### src/design/rsss_pkg.sv
// rsss_pkg: constants, types and helpers of the reset sequencer
// assumes a 250 MHz sys_clk and an apb master with 32-bit data
// How it works
// RULE1: eight reset causes are told apart
// RULE2: defined registers forced on every true reset
// RULE3: watchdog wake-up resumes, nothing reinitialised
// RULE4: flag pattern per cause shows reset source
// RULE5: short master clear pulses are filtered out
// RULE6: master clear pin is never driven
// RULE7: supply rise makes power-on pulse, starts timeouts
// RULE8: power-up timer on rc ticks, holds reset
// RULE9: active-low enable bit selects power-up timer
// RULE10: oscillator count of 1024 after power-up timer
// RULE11: oscillator count only crystal modes, power-on/wake
// RULE12: pll lock delay follows oscillator count
// RULE13: brown-out enable bit gates brown-out logic
// RULE14: long brown-out resets, held until supply recovers
// RULE15: power-up timer restarts after brown-out recovery
// RULE16: brown-out during power-up timer restarts it
// RULE17: power-on delay, then timer, then oscillator count
// RULE18: external or rc clock modes skip timeouts; code still runs the power-up timer when it is enabled
// RULE19: timeouts ignore master clear; release starts at once
// RULE20: wake or clock switch waits count plus pll
// RULE21: flag values fixed per reset cause
// RULE22: reset loads zero; wake resumes or vectors
// RULE23: all causes merge, release synchronous after counters
// RULE24: stack resets set own flag, init registers
`default_nettype none
package rsss_pkg;
  localparam int unsigned CLK_MHZ       = 250;
  localparam int unsigned POWER_UP_DELAY_TIMER_MS       = 72;
  localparam int unsigned PLL_MS        = 2;
  localparam int unsigned POWER_UP_DELAY_TIMER_CYC      = POWER_UP_DELAY_TIMER_MS * CLK_MHZ * 1000;
  localparam int unsigned PLL_CYC       = PLL_MS * CLK_MHZ * 1000;
  localparam int unsigned OST_EDGES     = 1024;
  localparam int unsigned RC_DIV        = 4;
  localparam int unsigned POR_DLY_CYC   = 16;
  localparam int unsigned MASTER_CLEAR_PIN_FILT_CYC = 8;
  localparam int unsigned BOR_MIN_CYC   = 64;
  localparam int unsigned TMR_W         = 32;
  localparam int unsigned FILT_W        = 8;
  localparam int unsigned AW            = 12;
  localparam logic [AW-1:0] ADDR_STATUS = 12'h000;
  localparam logic [AW-1:0] ADDR_CFG    = 12'h004;
  localparam logic [AW-1:0] ADDR_STATE  = 12'h008;

  typedef enum logic [2:0] {
    OSC_LP = 3'h0,
    OSC_XT = 3'h1,
    OSC_HS = 3'h2,
    OSC_EC = 3'h3,
    OSC_RC = 3'h4
  } rsss_osc_t;

  typedef struct packed {
    logic      pll_en;
    rsss_osc_t osc;
    logic      bo_en;
    logic      power_up_delay_timer_en_n;
  } rsss_cfg_t;

  typedef struct packed {
    logic stk_full;
    logic stk_unf;
    logic ri_n;
    logic to_n;
    logic pd_n;
    logic por_n;
    logic bo_n;
  } rsss_flags_t;

  localparam int unsigned CFG_W   = $bits(rsss_cfg_t);
  localparam int unsigned FLAGS_W = $bits(rsss_flags_t);
  localparam logic [5:0]  CFG_RST   = 6'h0A;
  localparam logic [6:0]  FLAGS_RST = 7'h1C;

  typedef enum logic [7:0] {
    ST_OFF    = 8'h01,
    ST_PORDLY = 8'h02,
    ST_BOR    = 8'h04,
    ST_POWER_UP_DELAY_TIMER   = 8'h08,
    ST_OST    = 8'h10,
    ST_PLL    = 8'h20,
    ST_HOLD   = 8'h40,
    ST_RUN    = 8'h80
  } rsss_st_t;

  typedef enum logic [3:0] {
    C_NONE = 4'h0, C_POR = 4'h1, C_MASTER_CLEAR_PIN_RUN = 4'h2, C_MASTER_CLEAR_PIN_SLP = 4'h3,
    C_WDT = 4'h4, C_BOR = 4'h5, C_INSTR = 4'h6, C_SFULL = 4'h7, C_SUNF = 4'h8
  } rsss_cause_t;

  typedef enum logic [1:0] {
    PC_ZERO = 2'h0,
    PC_NEXT = 2'h1,
    PC_VEC  = 2'h2
  } rsss_pc_t;

  function automatic logic is_xtal(input rsss_cfg_t c);
    return c.osc inside {OSC_LP, OSC_XT, OSC_HS};
  endfunction
endpackage : rsss_pkg
`default_nettype wire

### src/design/rsss_sequencer.sv
// rsss_sequencer: reset cause detection and start-up time-out sequencing
// assumes detector and pin inputs are asynchronous, core strobes are on sys_clk
`default_nettype none
module rsss_sequencer
  import rsss_pkg::*;
#(
  parameter int unsigned POWER_UP_DELAY_TIMER_CYCLES = POWER_UP_DELAY_TIMER_CYC,
  parameter int unsigned PLL_CYCLES  = PLL_CYC,
  parameter int unsigned OST_COUNT   = OST_EDGES
) (
  input  wire logic          sys_clk,
  input  wire logic          rst_b,
  input  wire logic          psel,
  input  wire logic          penable,
  input  wire logic          pwrite,
  input  wire logic [AW-1:0] paddr,
  input  wire logic [31:0]   pwdata,
  output logic [31:0]        prdata,
  output logic               pready,
  output logic               pslverr,
  input  wire logic          supply_ok,
  input  wire logic          brown_out_det,
  input  wire logic          master_clear_pin_n_i,
  output logic               master_clear_pin_n_o,
  output logic               master_clear_pin_n_oe_n,
  input  wire logic          oscillator_input_pin,
  input  wire logic          watchdog_timeout,
  input  wire logic          core_sleep,
  input  wire logic          wake_irq,
  input  wire logic          gie,
  input  wire logic          osc_switch,
  input  wire logic          reset_instr,
  input  wire logic          stack_full_req,
  input  wire logic          stack_unf_req,
  output logic               chip_reset,
  output logic               core_stall,
  output logic               reg_init,
  output logic               por_unknown,
  output logic               pc_load,
  output rsss_pc_t           pc_sel
);
  localparam int unsigned POWER_UP_DELAY_TIMER_TICKS = POWER_UP_DELAY_TIMER_CYCLES / RC_DIV;
  localparam int unsigned PLL_TICKS  = PLL_CYCLES / RC_DIV;

  logic [3:0]        s1_q;
  logic [3:0]        s2_q;
  logic              sup_s2;
  logic              bo_s2;
  logic              master_clear_pin_s2;
  logic              osc_s2;
  logic              sup_prev_q;
  logic              osc_prev_q;
  logic              sup_rise;
  logic              osc_rise;
  logic [FILT_W-1:0] master_clear_pin_cnt_q;
  logic              master_clear_pin_low_q;
  logic [FILT_W-1:0] bor_cnt_q;
  logic              bor_trip_q;
  logic [7:0]        rc_cnt_q;
  logic              rc_tick;
  rsss_cfg_t         cfg_q;
  rsss_flags_t       flags_q;
  rsss_flags_t       flags_d;
  rsss_st_t          st_q;
  rsss_st_t          st_d;
  rsss_cause_t       cause_q;
  logic [TMR_W-1:0]  tmr_q;
  logic              adv;
  logic              tdone;
  logic              wake_q;
  logic              irqw_q;
  logic              evt_por;
  logic              evt_bor;
  logic              evt_master_clear_pin;
  logic              evt_wdt;
  logic              evt_ri;
  logic              evt_sf;
  logic              evt_su;
  logic              evt_wwake;
  logic              evt_iwake;
  logic              evt_oswitch;
  logic              any_rst;
  logic              free;
  logic              acc;
  logic              mapped;
  logic              wr_status;
  logic              wr_cfg;
  logic [31:0]       prdata_q;
  logic              reg_init_q;
  logic              por_unk_q;

  // pin is input-only for reset; nothing internal ever pulls it
  assign master_clear_pin_n_o    = 1'b1; // RULE6
  assign master_clear_pin_n_oe_n = 1'b1; // RULE6

  always_ff @(posedge sys_clk) begin
    if (!rst_b) begin
      s1_q <= 4'h0;
      s2_q <= 4'h0;
    end else begin
      s1_q <= {oscillator_input_pin, master_clear_pin_n_i, brown_out_det, supply_ok};
      s2_q <= s1_q;
    end
  end

  assign sup_s2  = s2_q[0];
  assign bo_s2   = s2_q[1];
  assign master_clear_pin_s2 = s2_q[2];
  assign osc_s2  = s2_q[3];

  always_ff @(posedge sys_clk) begin
    if (!rst_b) begin
      sup_prev_q <= 1'b0;
      osc_prev_q <= 1'b0;
    end else begin
      sup_prev_q <= sup_s2;
      osc_prev_q <= osc_s2;
    end
  end

  assign sup_rise = sup_s2 && !sup_prev_q; // RULE7
  assign osc_rise = osc_s2 && !osc_prev_q;

  // pin must stay low a full filter window to count
  always_ff @(posedge sys_clk) begin
    if (!rst_b) begin
      master_clear_pin_cnt_q <= '0;
      master_clear_pin_low_q <= 1'b0;
    end else if (master_clear_pin_s2) begin
      master_clear_pin_cnt_q <= '0;
      master_clear_pin_low_q <= 1'b0;
    end else if (master_clear_pin_cnt_q == FILT_W'(MASTER_CLEAR_PIN_FILT_CYC - 1)) begin
      master_clear_pin_low_q <= 1'b1; // RULE5
    end else begin
      master_clear_pin_cnt_q <= master_clear_pin_cnt_q + 1'b1;
    end
  end

  // short dips below threshold never trip
  always_ff @(posedge sys_clk) begin
    if (!rst_b) begin
      bor_cnt_q  <= '0;
      bor_trip_q <= 1'b0;
    end else if (!(bo_s2 && cfg_q.bo_en)) begin // RULE13
      bor_cnt_q  <= '0;
      bor_trip_q <= 1'b0;
    end else if (bor_cnt_q == FILT_W'(BOR_MIN_CYC - 1)) begin
      bor_trip_q <= 1'b1; // RULE14
    end else begin
      bor_cnt_q <= bor_cnt_q + 1'b1;
    end
  end

  // stands in for the internal rc oscillator
  always_ff @(posedge sys_clk) begin
    if (!rst_b || rc_tick) begin
      rc_cnt_q <= '0;
    end else begin
      rc_cnt_q <= rc_cnt_q + 1'b1;
    end
  end

  assign rc_tick = rc_cnt_q == 8'(RC_DIV - 1);

  always_comb begin
    free        = 1'b0;
    evt_por     = sup_rise; // RULE7
    evt_bor     = 1'b0;
    evt_master_clear_pin    = 1'b0;
    evt_wdt     = 1'b0;
    evt_ri      = 1'b0;
    evt_sf      = 1'b0;
    evt_su      = 1'b0;
    evt_wwake   = 1'b0;
    evt_iwake   = 1'b0;
    evt_oswitch = 1'b0;
    if (sup_s2 && !evt_por) begin
      evt_bor = bor_trip_q && (st_q inside {ST_POWER_UP_DELAY_TIMER, ST_OST, ST_PLL, ST_HOLD, ST_RUN}); // RULE16
      if (!evt_bor && st_q == ST_RUN) begin
        evt_master_clear_pin = master_clear_pin_low_q; // RULE1
        free     = !master_clear_pin_low_q;
      end
    end
    if (free) begin
      if (watchdog_timeout) begin
        evt_wdt   = !core_sleep;
        evt_wwake = core_sleep; // RULE3
      end else if (core_sleep) begin
        evt_iwake = wake_irq;
      end else begin
        evt_ri      = reset_instr;
        evt_sf      = !reset_instr && stack_full_req;
        evt_su      = !reset_instr && !stack_full_req && stack_unf_req;
        evt_oswitch = !reset_instr && !stack_full_req && !stack_unf_req && osc_switch;
      end
    end
  end

  assign any_rst = evt_por || evt_bor || evt_master_clear_pin || evt_wdt || evt_ri || evt_sf || evt_su; // RULE23

  always_comb begin
    adv   = 1'b0;
    tdone = 1'b0;
    unique case (st_q)
      ST_PORDLY: begin
        adv   = 1'b1;
        tdone = tmr_q == TMR_W'(POR_DLY_CYC - 1);
      end
      ST_POWER_UP_DELAY_TIMER: begin
        adv   = rc_tick; // RULE8
        tdone = rc_tick && tmr_q == TMR_W'(POWER_UP_DELAY_TIMER_TICKS - 1);
      end
      ST_OST: begin
        adv   = osc_rise; // RULE10
        tdone = osc_rise && tmr_q == TMR_W'(OST_COUNT - 1);
      end
      ST_PLL: begin
        adv   = rc_tick; // RULE12
        tdone = rc_tick && tmr_q == TMR_W'(PLL_TICKS - 1);
      end
      ST_OFF, ST_BOR, ST_HOLD, ST_RUN: ;
    endcase
  end

  always_comb begin
    st_d = st_q;
    if (!sup_s2) begin
      st_d = ST_OFF;
    end else if (evt_por) begin
      st_d = ST_PORDLY; // RULE17
    end else if (evt_bor) begin
      st_d = ST_BOR; // RULE14
    end else if (any_rst) begin
      st_d = ST_HOLD;
    end else if (evt_wwake || evt_iwake || evt_oswitch) begin
      st_d = is_xtal(cfg_q) ? ST_OST : ST_HOLD; // RULE20 RULE18 RULE11
    end else begin
      unique case (st_q)
        ST_PORDLY, ST_BOR: begin
          if ((st_q == ST_PORDLY && tdone) || (st_q == ST_BOR && !bo_s2)) begin
            if (!cfg_q.power_up_delay_timer_en_n) st_d = ST_POWER_UP_DELAY_TIMER; // RULE9 RULE15
            else st_d = is_xtal(cfg_q) ? ST_OST : ST_HOLD; // RULE18
          end
        end
        ST_POWER_UP_DELAY_TIMER: if (tdone) st_d = is_xtal(cfg_q) ? ST_OST : ST_HOLD; // RULE17
        ST_OST: if (tdone) st_d = (cfg_q.pll_en && cfg_q.osc == OSC_HS) ? ST_PLL : ST_HOLD; // RULE12
        ST_PLL: if (tdone) st_d = ST_HOLD;
        // time-outs already done; release waits only for the pin, not at all on a wake
        ST_HOLD: if (wake_q || !master_clear_pin_low_q) st_d = ST_RUN; // RULE19
        ST_OFF, ST_RUN: ;
      endcase
    end
  end

  always_ff @(posedge sys_clk) begin
    if (!rst_b) begin
      st_q      <= ST_OFF;
      tmr_q     <= '0;
      wake_q    <= 1'b0;
      irqw_q    <= 1'b0;
      pc_load   <= 1'b0;
      pc_sel    <= PC_ZERO;
    end else begin
      st_q    <= st_d;
      pc_load <= 1'b0;
      // a restart of the same state must also reinitialise the count
      if (st_d != st_q || evt_wwake || evt_iwake || evt_oswitch) begin
        tmr_q <= '0; // RULE16
      end else begin
        tmr_q <= tmr_q + TMR_W'(adv);
      end
      if (any_rst || !sup_s2) begin
        wake_q <= 1'b0;
      end else if (evt_wwake || evt_iwake || evt_oswitch) begin
        wake_q <= 1'b1;
        irqw_q <= evt_iwake;
      end else if (st_q == ST_HOLD && st_d == ST_RUN) begin
        wake_q  <= 1'b0;
        pc_load <= 1'b1;
        if (!wake_q) pc_sel <= PC_ZERO; // RULE22
        else if (irqw_q && gie) pc_sel <= PC_VEC; // RULE22
        else pc_sel <= PC_NEXT;
      end
    end
  end

  assign chip_reset = st_q != ST_RUN && !wake_q; // RULE23 RULE8
  assign core_stall = wake_q;

  always_ff @(posedge sys_clk) begin
    if (!rst_b) begin
      reg_init_q <= 1'b0;
      por_unk_q  <= 1'b0;
      cause_q    <= C_NONE;
    end else begin
      reg_init_q <= any_rst; // RULE2 RULE24
      por_unk_q  <= evt_por; // RULE2
      if (evt_por) cause_q <= C_POR; // RULE1
      else if (evt_bor) cause_q <= C_BOR;
      else if (evt_master_clear_pin) cause_q <= core_sleep ? C_MASTER_CLEAR_PIN_SLP : C_MASTER_CLEAR_PIN_RUN;
      else if (evt_wdt) cause_q <= C_WDT;
      else if (evt_ri) cause_q <= C_INSTR;
      else if (evt_sf) cause_q <= C_SFULL;
      else if (evt_su) cause_q <= C_SUNF;
    end
  end

  assign reg_init    = reg_init_q;
  assign por_unknown = por_unk_q;

  // hardware pattern applied after the software write: hardware wins
  always_comb begin
    flags_d = flags_q;
    if (wr_status) flags_d = rsss_flags_t'(pwdata[FLAGS_W-1:0]);
    if (evt_por) begin
      {flags_d.ri_n, flags_d.to_n, flags_d.pd_n, flags_d.por_n, flags_d.bo_n} = 5'h1C; // RULE21
    end
    if (evt_bor) begin
      {flags_d.ri_n, flags_d.to_n, flags_d.pd_n} = 3'h7; // RULE21
      flags_d.bo_n = 1'b0;
    end
    if (evt_wdt) {flags_d.ri_n, flags_d.to_n, flags_d.pd_n} = 3'h5; // RULE21
    if (evt_master_clear_pin && core_sleep) {flags_d.to_n, flags_d.pd_n} = 2'h2; // RULE4
    if (evt_ri) flags_d.ri_n = 1'b0; // RULE4
    if (evt_sf) flags_d.stk_full = 1'b1; // RULE24
    if (evt_su) flags_d.stk_unf = 1'b1; // RULE24
    if (evt_wwake) {flags_d.to_n, flags_d.pd_n} = 2'h0; // RULE4
    if (evt_iwake) {flags_d.to_n, flags_d.pd_n} = 2'h2; // RULE4
  end

  always_ff @(posedge sys_clk) begin
    if (!rst_b) flags_q <= rsss_flags_t'(FLAGS_RST);
    else flags_q <= flags_d;
  end

  assign acc       = psel && penable;
  assign mapped    = paddr == ADDR_STATUS || paddr == ADDR_CFG || (paddr == ADDR_STATE && !pwrite);
  assign wr_status = acc && pwrite && paddr == ADDR_STATUS;
  assign wr_cfg    = acc && pwrite && paddr == ADDR_CFG;
  assign pready    = 1'b1;
  assign pslverr   = acc && !mapped;
  assign prdata    = prdata_q;

  always_ff @(posedge sys_clk) begin
    if (!rst_b) cfg_q <= rsss_cfg_t'(CFG_RST);
    else if (wr_cfg) cfg_q <= rsss_cfg_t'(pwdata[CFG_W-1:0]); // RULE9 RULE13
  end

  // captured in setup so read data is a flop in the access cycle
  always_ff @(posedge sys_clk) begin
    if (!rst_b) begin
      prdata_q <= 32'h0000_0000;
    end else if (psel && !penable) begin
      if (paddr == ADDR_STATUS) prdata_q <= 32'(flags_q);
      else if (paddr == ADDR_CFG) prdata_q <= 32'(cfg_q);
      else if (paddr == ADDR_STATE) prdata_q <= 32'({cause_q, st_q});
      else prdata_q <= 32'h0000_0000;
    end
  end
endmodule // rsss_sequencer
`default_nettype wire

### config.mk
export PLATFORM = sky130hd
export DESIGN_NAME = rsss_sequencer
export DESIGN_NICKNAME = d
export VERILOG_FILES = /design/src/design/rsss_pkg.sv /design/src/design/rsss_sequencer.sv
export SDC_FILE = /design/constraint.sdc
export NUM_CORES = 1
export LEC_CHECK = 0
export ABC_AREA = 1
export BUFFER_PORTS_ARGS = -buffer_cell sky130_fd_sc_hd__buf_4
export CAP_MARGIN = 20
export CORE_MARGIN = 1
export CORE_UTILIZATION = 45
export DETAILED_ROUTE_END_ITERATION = 12
export PLACE_DENSITY = 0.66
export SYNTH_ARGS = -nofsm -noshare
export SYNTH_HDL_FRONTEND = slang
export SYNTH_SLANG_ARGS = --single-unit
### constraint.sdc
create_clock -name sys_clk -period 3.5 [get_ports sys_clk]
set_clock_uncertainty 0.15 [all_clocks]
set_input_delay 0.35 -clock sys_clk [delete_from_list [all_inputs] [get_ports sys_clk]]
set_output_delay 0.35 -clock sys_clk [all_outputs]
set_load 0.01 [all_outputs]
==> flow_metrics.env, run 1 <==
export IMPL_fp_dieArea_mm2=0.01482
export IMPL_nets=1052
export IMPL_cts_buffer_depth=2
export IMPL_setup_viol=0
export IMPL_end_kind="flop"
export IMPL_worst_r2r_endpoint="tmr_q[29]$_SDFF_PP0_"
export IMPL_final_cell_mix="nand2_1 (184), inv_1 (139), nor2_1 (116)"
export IMPL_ys_top_cells_by_area="dfxtp_1 (35%), nand2_1 (11%), inv_1 (8.1%)"
export IMPL_clk_pin_slew_ns=0.07
export IMPL_numCtsBuffers=9
export IMPL_grt_use_total_pct=20.23
export IMPL_cap_violations=0
export IMPL_gp_congestion=0.8998
export IMPL_worstHoldPathType="in2reg"
export IMPL_vias_per_cell=4.884
export IMPL_worst_r2r_cell_count=18
export IMPL_fin_setup_tns_ns=0
export IMPL_io_pins=104
export IMPL_first_global_vias=5096
export IMPL_drt_antenna_violating_nets=0
export IMPL_hold_buffers=0
export IMPL_via_count=5714
export IMPL_synth_ff_type="dfxtp_1"
export IMPL_holdWs_ns=0.01755
export IMPL_synth_async_reset_ratio_pct=0
export IMPL_clock_sinks=112
export IMPL_firstDrtPassIters=5
export IMPL_worst_slew_pin_transition_ns=0.8577
export IMPL_grt_max_degree=36
export IMPL_finalCritPeriodShare_pct=92.76
export IMPL_endpoint="tmr_q[29]$_SDFF_PP0_"
export IMPL_crit_type="reg2reg"
export IMPL_run_status="complete, no violations"
export IMPL_remaining_drc_errors=0
export IMPL_p_total_mw=2.434
export IMPL_core_area_mm2=0.01393
export IMPL_synth_cell_types=48
export IMPL_yosysTopAreaCell="dfxtp_1"
export IMPL_num_antenna_cells=0
export IMPL_r2r_start="st_q[2]$_SDFF_PN0_"
export IMPL_place_area_mm2=0.007043
export IMPL_crit_start="st_q[2]$_SDFF_PN0_"
export IMPL_htreeDepth=3
export IMPL_fillers=1393
export IMPL_die_w_um=121.8
export IMPL_fmax_mhz=308.0
export IMPL_peakVddDrop_uv=235.1
export IMPL_design_area_mm2=0.007376
export IMPL_period_needed_ns=3.247
export IMPL_avgSynthCellArea_um2=7.046
export IMPL_synthesis_instances=916
export IMPL_multiInputGateArea_mm2=0.003506
export IMPL_cts_root_buf="clkbuf_16"
export IMPL_syn_cell_area_mm2=0.006454
export IMPL_drt_iter0_drc=318
export IMPL_dpl_hpwl_um=10890
export IMPL_synth_seq_area_share_pct=34.74
export IMPL_cts_tree="built"
export IMPL_ys_ff_latch=112
export IMPL_drive_above_1_share_pct=18.38
export IMPL_wl_per_cell_um=12.29
export IMPL_yosysWarnings=0
export IMPL_worst_ep_arrival_time_ns=3.38
export IMPL_overflow=0
export IMPL_p_per_area_mw_per_mm2=330.1
export IMPL_portBuffers=55
export IMPL_cp_start_kind="flop"
export IMPL_die_y_um=121.8
export IMPL_insertion_delay_ns=0.36
export IMPL_antenna_found_initial=0
export IMPL_cp_data_required_time_ns=3.64
export IMPL_synthToLayoutAreaGrowth_pct=14.29
export IMPL_synth_edf_count=0
export IMPL_initial_core_util_pct=46.31
export IMPL_ff_latch_area_mm2=0.002246
export IMPL_reg2reg_slack_ns=0.25
export IMPL_wirelength_um=14380
export IMPL_mostFrequentLayoutCell="nand2_1"
export IMPL_num_rows=43
export IMPL_yosysTopAreaCellShare_pct=34.74
export IMPL_hold_viol=0
export IMPL_cp_max_fo=6
export IMPL_slew_limit_headroom_pct=42.61
export IMPL_slew_viol_final=0
export IMPL_grt_pass1_wl_um=23880
export IMPL_p_leak_nw=3.156
-- synth_stat cells (2+ instances only) --
| cell | count |
|---|---|
| nor2_2 | 8 |
| ha_1 | 5 |
| buf_4 | 23 |
| nor2_4 | 11 |
| nor2_1 | 117 |
| xor2_1 | 30 |
| inv_2 | 6 |
| a211oi_1 | 2 |
| nand2_2 | 12 |
| xnor2_1 | 6 |
| o31ai_1 | 2 |
| a41oi_1 | 6 |
| nand3_1 | 56 |
| o211ai_1 | 2 |
| o21ai_1 | 2 |
| nand2_1 | 184 |
| nor4_1 | 6 |
| a21oi_1 | 28 |
| nor3b_1 | 3 |
| conb_1 | 2 |
| inv_1 | 139 |
| nand3b_1 | 4 |
| a31oi_1 | 7 |
| nor3_1 | 20 |
| nand3_2 | 6 |
| o311ai_0 | 3 |
| nand2_4 | 5 |
| nor3_2 | 31 |
| clkbuf_1 | 7 |
| nand4_1 | 21 |
| dfxtp_1 | 112 |
| or2_2 | 2 |
| and3_1 | 2 |
| o21ai_0 | 27 |
| buf_6 | 6 |
-- cell families after synthesis --
kind of cell	synth area share [%]
xor gates and xnor gates	4.886
other	0.1164
and+or+nand+nor	38.78
buffers and inverters	12.70
AOI/OAI and AO/OA	7.813
adders and majority gates	0.9694
DFF	34.74
-- metal layers --
metal	vias to the layer above	track usage [%]	part of all wire, %
met1	2558	26.42	48
met5	-	0	0
met2	108	33.23	46
met3	23	4.120	3.5
li1	3025	-	-
met4	0	6.404	2.2
-- state kept, by name, indices dropped and copies added (netlist names) --
register	flops
st_q	8
master_clear_pin_low_q	1
cfg_q	6
flags_q	7
master_clear_pin_cnt_q	8
bor_cnt_q	8
por_unknown	1
irqw_q	1
core_stall	1
s2_q	4
bor_trip_q	1
cause_q	4
pc_load	1
s1_q	4
rc_cnt_q	8
tmr_q	32
pc_sel	2
prdata	12
osc_prev_q	1
reg_init	1
sup_prev_q	1
-- repair_timing --
| action | CTS | global route |
|---|---|---|
| endpoints found under the setup margin | 0 | 7 |
| gates resized for setup | 0 | 10 |
| setup buffers | 0 | 3 |
-- power breakdown --
| group | switching, mW | leakage (nW) | internal (mW) |
|---|---|---|---|
| sequential | 0.0117 | 0.908 | 1.29 |
| clock | 0.470 | 0.130 | 0.505 |
| combinational | 0.0966 | 2.12 | 0.0589 |
-- per-stage QoR --
| stage | util (%) | std cells | worst slack [ns] |
|---|---|---|---|
| after floorplan | - | 937 | 0.4066 |
| after global placement | 50.54 | 1152 | 0.1529 |
| after detailed placement | 50.54 | 1152 | 0.1533 |
| after CTS | 52.49 | 1167 | 0.1279 |
| after global routing | 52.93 | 1170 | -0.02412 |
| final | 52.93 | 1170 | 0.2533 |
-- area by class of cell --
class | instances | share of cell area (%)
timing repair buffer | 76 | 7.905
inverter | 145 | 7.379
clock inverter | 3 | 0.3393
sequential | 112 | 30.45
clock buffer | 12 | 3.342
multi-input combinational | 642 | 47.53
tap | 180 | 3.053
-- how the worst min path moves through the flow --
stage | to | slack [ns] | cells past startpoint | from
after global placement | s2_q[0]$_SDFF_PN0_ | 0.24 | 2 | s1_q[0]$_SDFF_PN0_
after global routing | s1_q[2]$_SDFF_PN0_ | 0.01 | 3 | master_clear_pin_n_i
after floorplan | s2_q[0]$_SDFF_PN0_ | 0.24 | 2 | s1_q[0]$_SDFF_PN0_
after CTS | s1_q[2]$_SDFF_PN0_ | 0.01 | 3 | master_clear_pin_n_i
final | s1_q[2]$_SDFF_PN0_ | 0.02 | 3 | master_clear_pin_n_i
after detailed placement | s2_q[0]$_SDFF_PN0_ | 0.25 | 2 | s1_q[0]$_SDFF_PN0_
-- critical path, cell delays in order, from the launching register on --
cell and delay [ns]:
dfxtp_1 0.39, nor2_4 0.16, nand2_4 0.10, nor2_4 0.12, nand2_2 0.05, nor2_2 0.11
a211o_1 0.11, ha_1 0.15, nand3_1 0.13, inv_1 0.10, nand3_1 0.09, nand3b_1 0.28
nor4_4 0.32, buf_4 0.19, nand2_1 0.11, nor4_2 0.20, xor2_1 0.18, inv_1 0.06
nor3_2 0.13
Power figures use the tool's default switching activity.
==> run 2, diff against run 1 <==
--- a/config.mk
+++ b/config.mk
@@ -10,6 +10,7 @@
 export CAP_MARGIN = 20
 export CORE_MARGIN = 1
 export CORE_UTILIZATION = 45
+export CTS_BUF_LIST = sky130_fd_sc_hd__clkbuf_4 sky130_fd_sc_hd__clkbuf_8
 export DETAILED_ROUTE_END_ITERATION = 12
 export PLACE_DENSITY = 0.66
 export SYNTH_ARGS = -nofsm -noshare
==> run 2 against run 1 <==
Effect of this change: non-clock buffer count increased by 5; flip-flop and latch count unchanged; worst setup slack improved by 0.041 ns; worst hold slack gained 0.040 ns; global-route usage down 0.16 points; combinational power about the same; final area is 0.70% lower; first-iteration DRC count decreased by 6.6%; highest routed layer unchanged.
==> flow_metrics.env, run 2 (synthesized netlist as in run 1, its figures left out) <==
export IMPL_drt_antenna_violating_nets=0
export IMPL_p_total_mw=2.196
export IMPL_mostFrequentLayoutCell="nand2_1"
export IMPL_crit_start="st_q[3]$_SDFF_PN0_"
export IMPL_p_clk_share_pct=33.4
export IMPL_antenna_found_initial=0
export IMPL_cp_start_kind="flop"
export IMPL_numCtsBuffers=9
export IMPL_htreeDepth=3
export IMPL_end_kind="flop"
export IMPL_portBuffers=55
export IMPL_synthToLayoutAreaGrowth_pct=13.49
export IMPL_wirelength_um=14220
export IMPL_endpoint="tmr_q[29]$_SDFF_PP0_"
export IMPL_vias_per_cell=4.841
export IMPL_insertion_delay_ns=0.40
export IMPL_core_area_mm2=0.01393
export IMPL_hold_viol=0
export IMPL_min_delay_start="pwdata[1]"
export IMPL_num_antenna_cells=0
export IMPL_crit_type="reg2reg"
export IMPL_cts_root_buf="clkbuf_8"
export IMPL_worst_ep_arrival_time_ns=3.38
export IMPL_period_needed_ns=3.206
export IMPL_switchingPower_mw=0.5447
export IMPL_cp_max_fo=5
export IMPL_cts_buffer_depth=2
export IMPL_cp_data_required_time_ns=3.67
export IMPL_r2r_start="st_q[3]$_SDFF_PN0_"
export IMPL_power_frac_seq_pct=59.4
export IMPL_drive_above_1_share_pct=18.59
export IMPL_worst_r2r_cell_count=19
export IMPL_p_per_area_mw_per_mm2=299.8
export IMPL_grt_pass1_wl_um=23750
export IMPL_initial_core_util_pct=46.31
export IMPL_drt_iter0_drc=297
export IMPL_reg2reg_slack_ns=0.29
export IMPL_fin_setup_tns_ns=0
export IMPL_remaining_drc_errors=0
export IMPL_dpl_hpwl_um=10890
export IMPL_grt_max_degree=36
export IMPL_clock_sinks=112
export IMPL_fmax_mhz=312.0
export IMPL_nets=1057
export IMPL_io_pins=104
export IMPL_top_register="tmr_q"
export IMPL_via_count=5688
export IMPL_p_leak_nw=3.137
export IMPL_p_sw_share_pct=24.81
export IMPL_die_y_um=121.8
export IMPL_finalCritPeriodShare_pct=91.59
export IMPL_fillers=1388
export IMPL_die_w_um=121.8
export IMPL_overflow=0
export IMPL_final_cell_mix="nand2_1 (184), inv_1 (139), nor2_1 (116)"
export IMPL_cts_tree="built"
export IMPL_wl_per_cell_um=12.10
export IMPL_setup_viol=0
export IMPL_num_rows=43
export IMPL_p_int_mw=1.651
export IMPL_rsz0062_at_grt="no"
export IMPL_slew_viol_final=0
export IMPL_run_status="complete, no violations"
export IMPL_cap_violations=0
export IMPL_worst_r2r_endpoint="tmr_q[29]$_SDFF_PP0_"
export IMPL_grt_use_total_pct=20.07
export IMPL_first_global_vias=5069
export IMPL_worst_slew_pin_transition_ns=0.8738
export IMPL_peakVddDrop_uv=203.5
export IMPL_holdWs_ns=0.05774
export IMPL_slew_limit_headroom_pct=41.53
export IMPL_largest_reg_flops=32
export IMPL_firstDrtPassIters=5
export IMPL_clk_pin_slew_ns=0.11
export IMPL_p_comb_share_pct=7.2
export IMPL_gp_congestion=0.8998
export IMPL_fp_dieArea_mm2=0.01482
export IMPL_worstHoldPathType="in2reg"
==> run 2: power by group through the flow <==
stage,registers [mW],logic [mW],clock network [mW]
floorplan,1.33,0.113,0
global placement,1.33,0.155,0
detailed placement,1.33,0.156,0
CTS,1.30,0.159,0.758
global route,1.31,0.179,0.798
finish,1.30,0.159,0.732
==> run 2: worst min-delay path by stage <==
| stage | slack (ns) | end | depth (start not counted) |
|---|---|---|---|
| after detailed placement | 0.25 | s2_q[0]$_SDFF_PN0_ | 2 |
| after global placement | 0.24 | s2_q[0]$_SDFF_PN0_ | 2 |
| after CTS | 0.05 | flags_q[0]$_SDFFE_PP0P_ | 3 |
| after global routing | 0.05 | flags_q[0]$_SDFFE_PP0P_ | 3 |
| after floorplan | 0.24 | s2_q[0]$_SDFF_PN0_ | 2 |
| final | 0.06 | flags_q[1]$_SDFFE_PP0P_ | 3 |
==> run 2: cell type report <==
| type | instances | area (um^2) | area share [%] |
|---|---|---|---|
| Clock inverter | 3 | 25.02 | 0.3416 |
| Timing Repair Buffer | 81 | 630.6 | 8.610 |
| Multi-Input combinational cell | 642 | 3501 | 47.80 |
| Clock buffer | 12 | 152.6 | 2.084 |
| Sequential cell | 112 | 2246 | 30.66 |
| Tap cell | 180 | 225.2 | 3.075 |
| Inverter | 145 | 544.3 | 7.431 |
==> run 2: worst max-delay path, cell delays in order, from the launching register on <==
cell and delay [ns]:
dfxtp_2 0.41, inv_2 0.07, nor2_1 0.08, nand2_1 0.09, nor2_4 0.16, inv_2 0.05, nand2_2 0.06, a211o_1 0.11
ha_1 0.15, nand3_1 0.12, inv_1 0.10, nand3_1 0.09, nand3b_1 0.28, nor4_4 0.33, buf_4 0.19, nand2_1 0.12
nor4_2 0.19, xor2_1 0.18, inv_1 0.06, nor3_2 0.13
==> run 2: layer usage <==
| layer | part of all wire (%) | track usage, % | routed length, um |
|---|---|---|---|
| met5 | 0 | 0 | 0 |
| met4 | 2.1 | 6.790 | 295 |
| met3 | 3.4 | 3.371 | 486 |
| met2 | 46 | 33.16 | 6520 |
| met1 | 49 | 26.33 | 6915 |
==> run 2: timing repair <==
item | in CTS | in global routing
hold buffers | 4 | 0
resized for setup | 0 | 9
buffers inserted | 0 | 4
endpoints found under the setup margin | 0 | 6
endpoints found under the hold margin | 4 | 0
==> run 2: per-stage QoR <==
step                      instances  util, %  worst slack [ns]  area (um^2)
after detailed placement       1152    50.54            0.1533         7043
final                          1175    52.56            0.2945         7325
after global routing           1175    52.56           0.02304         7325
after CTS                      1171    52.11            0.1148         7261
after global placement         1152    50.54            0.1529         7043
after floorplan                 937        -            0.4066         6533
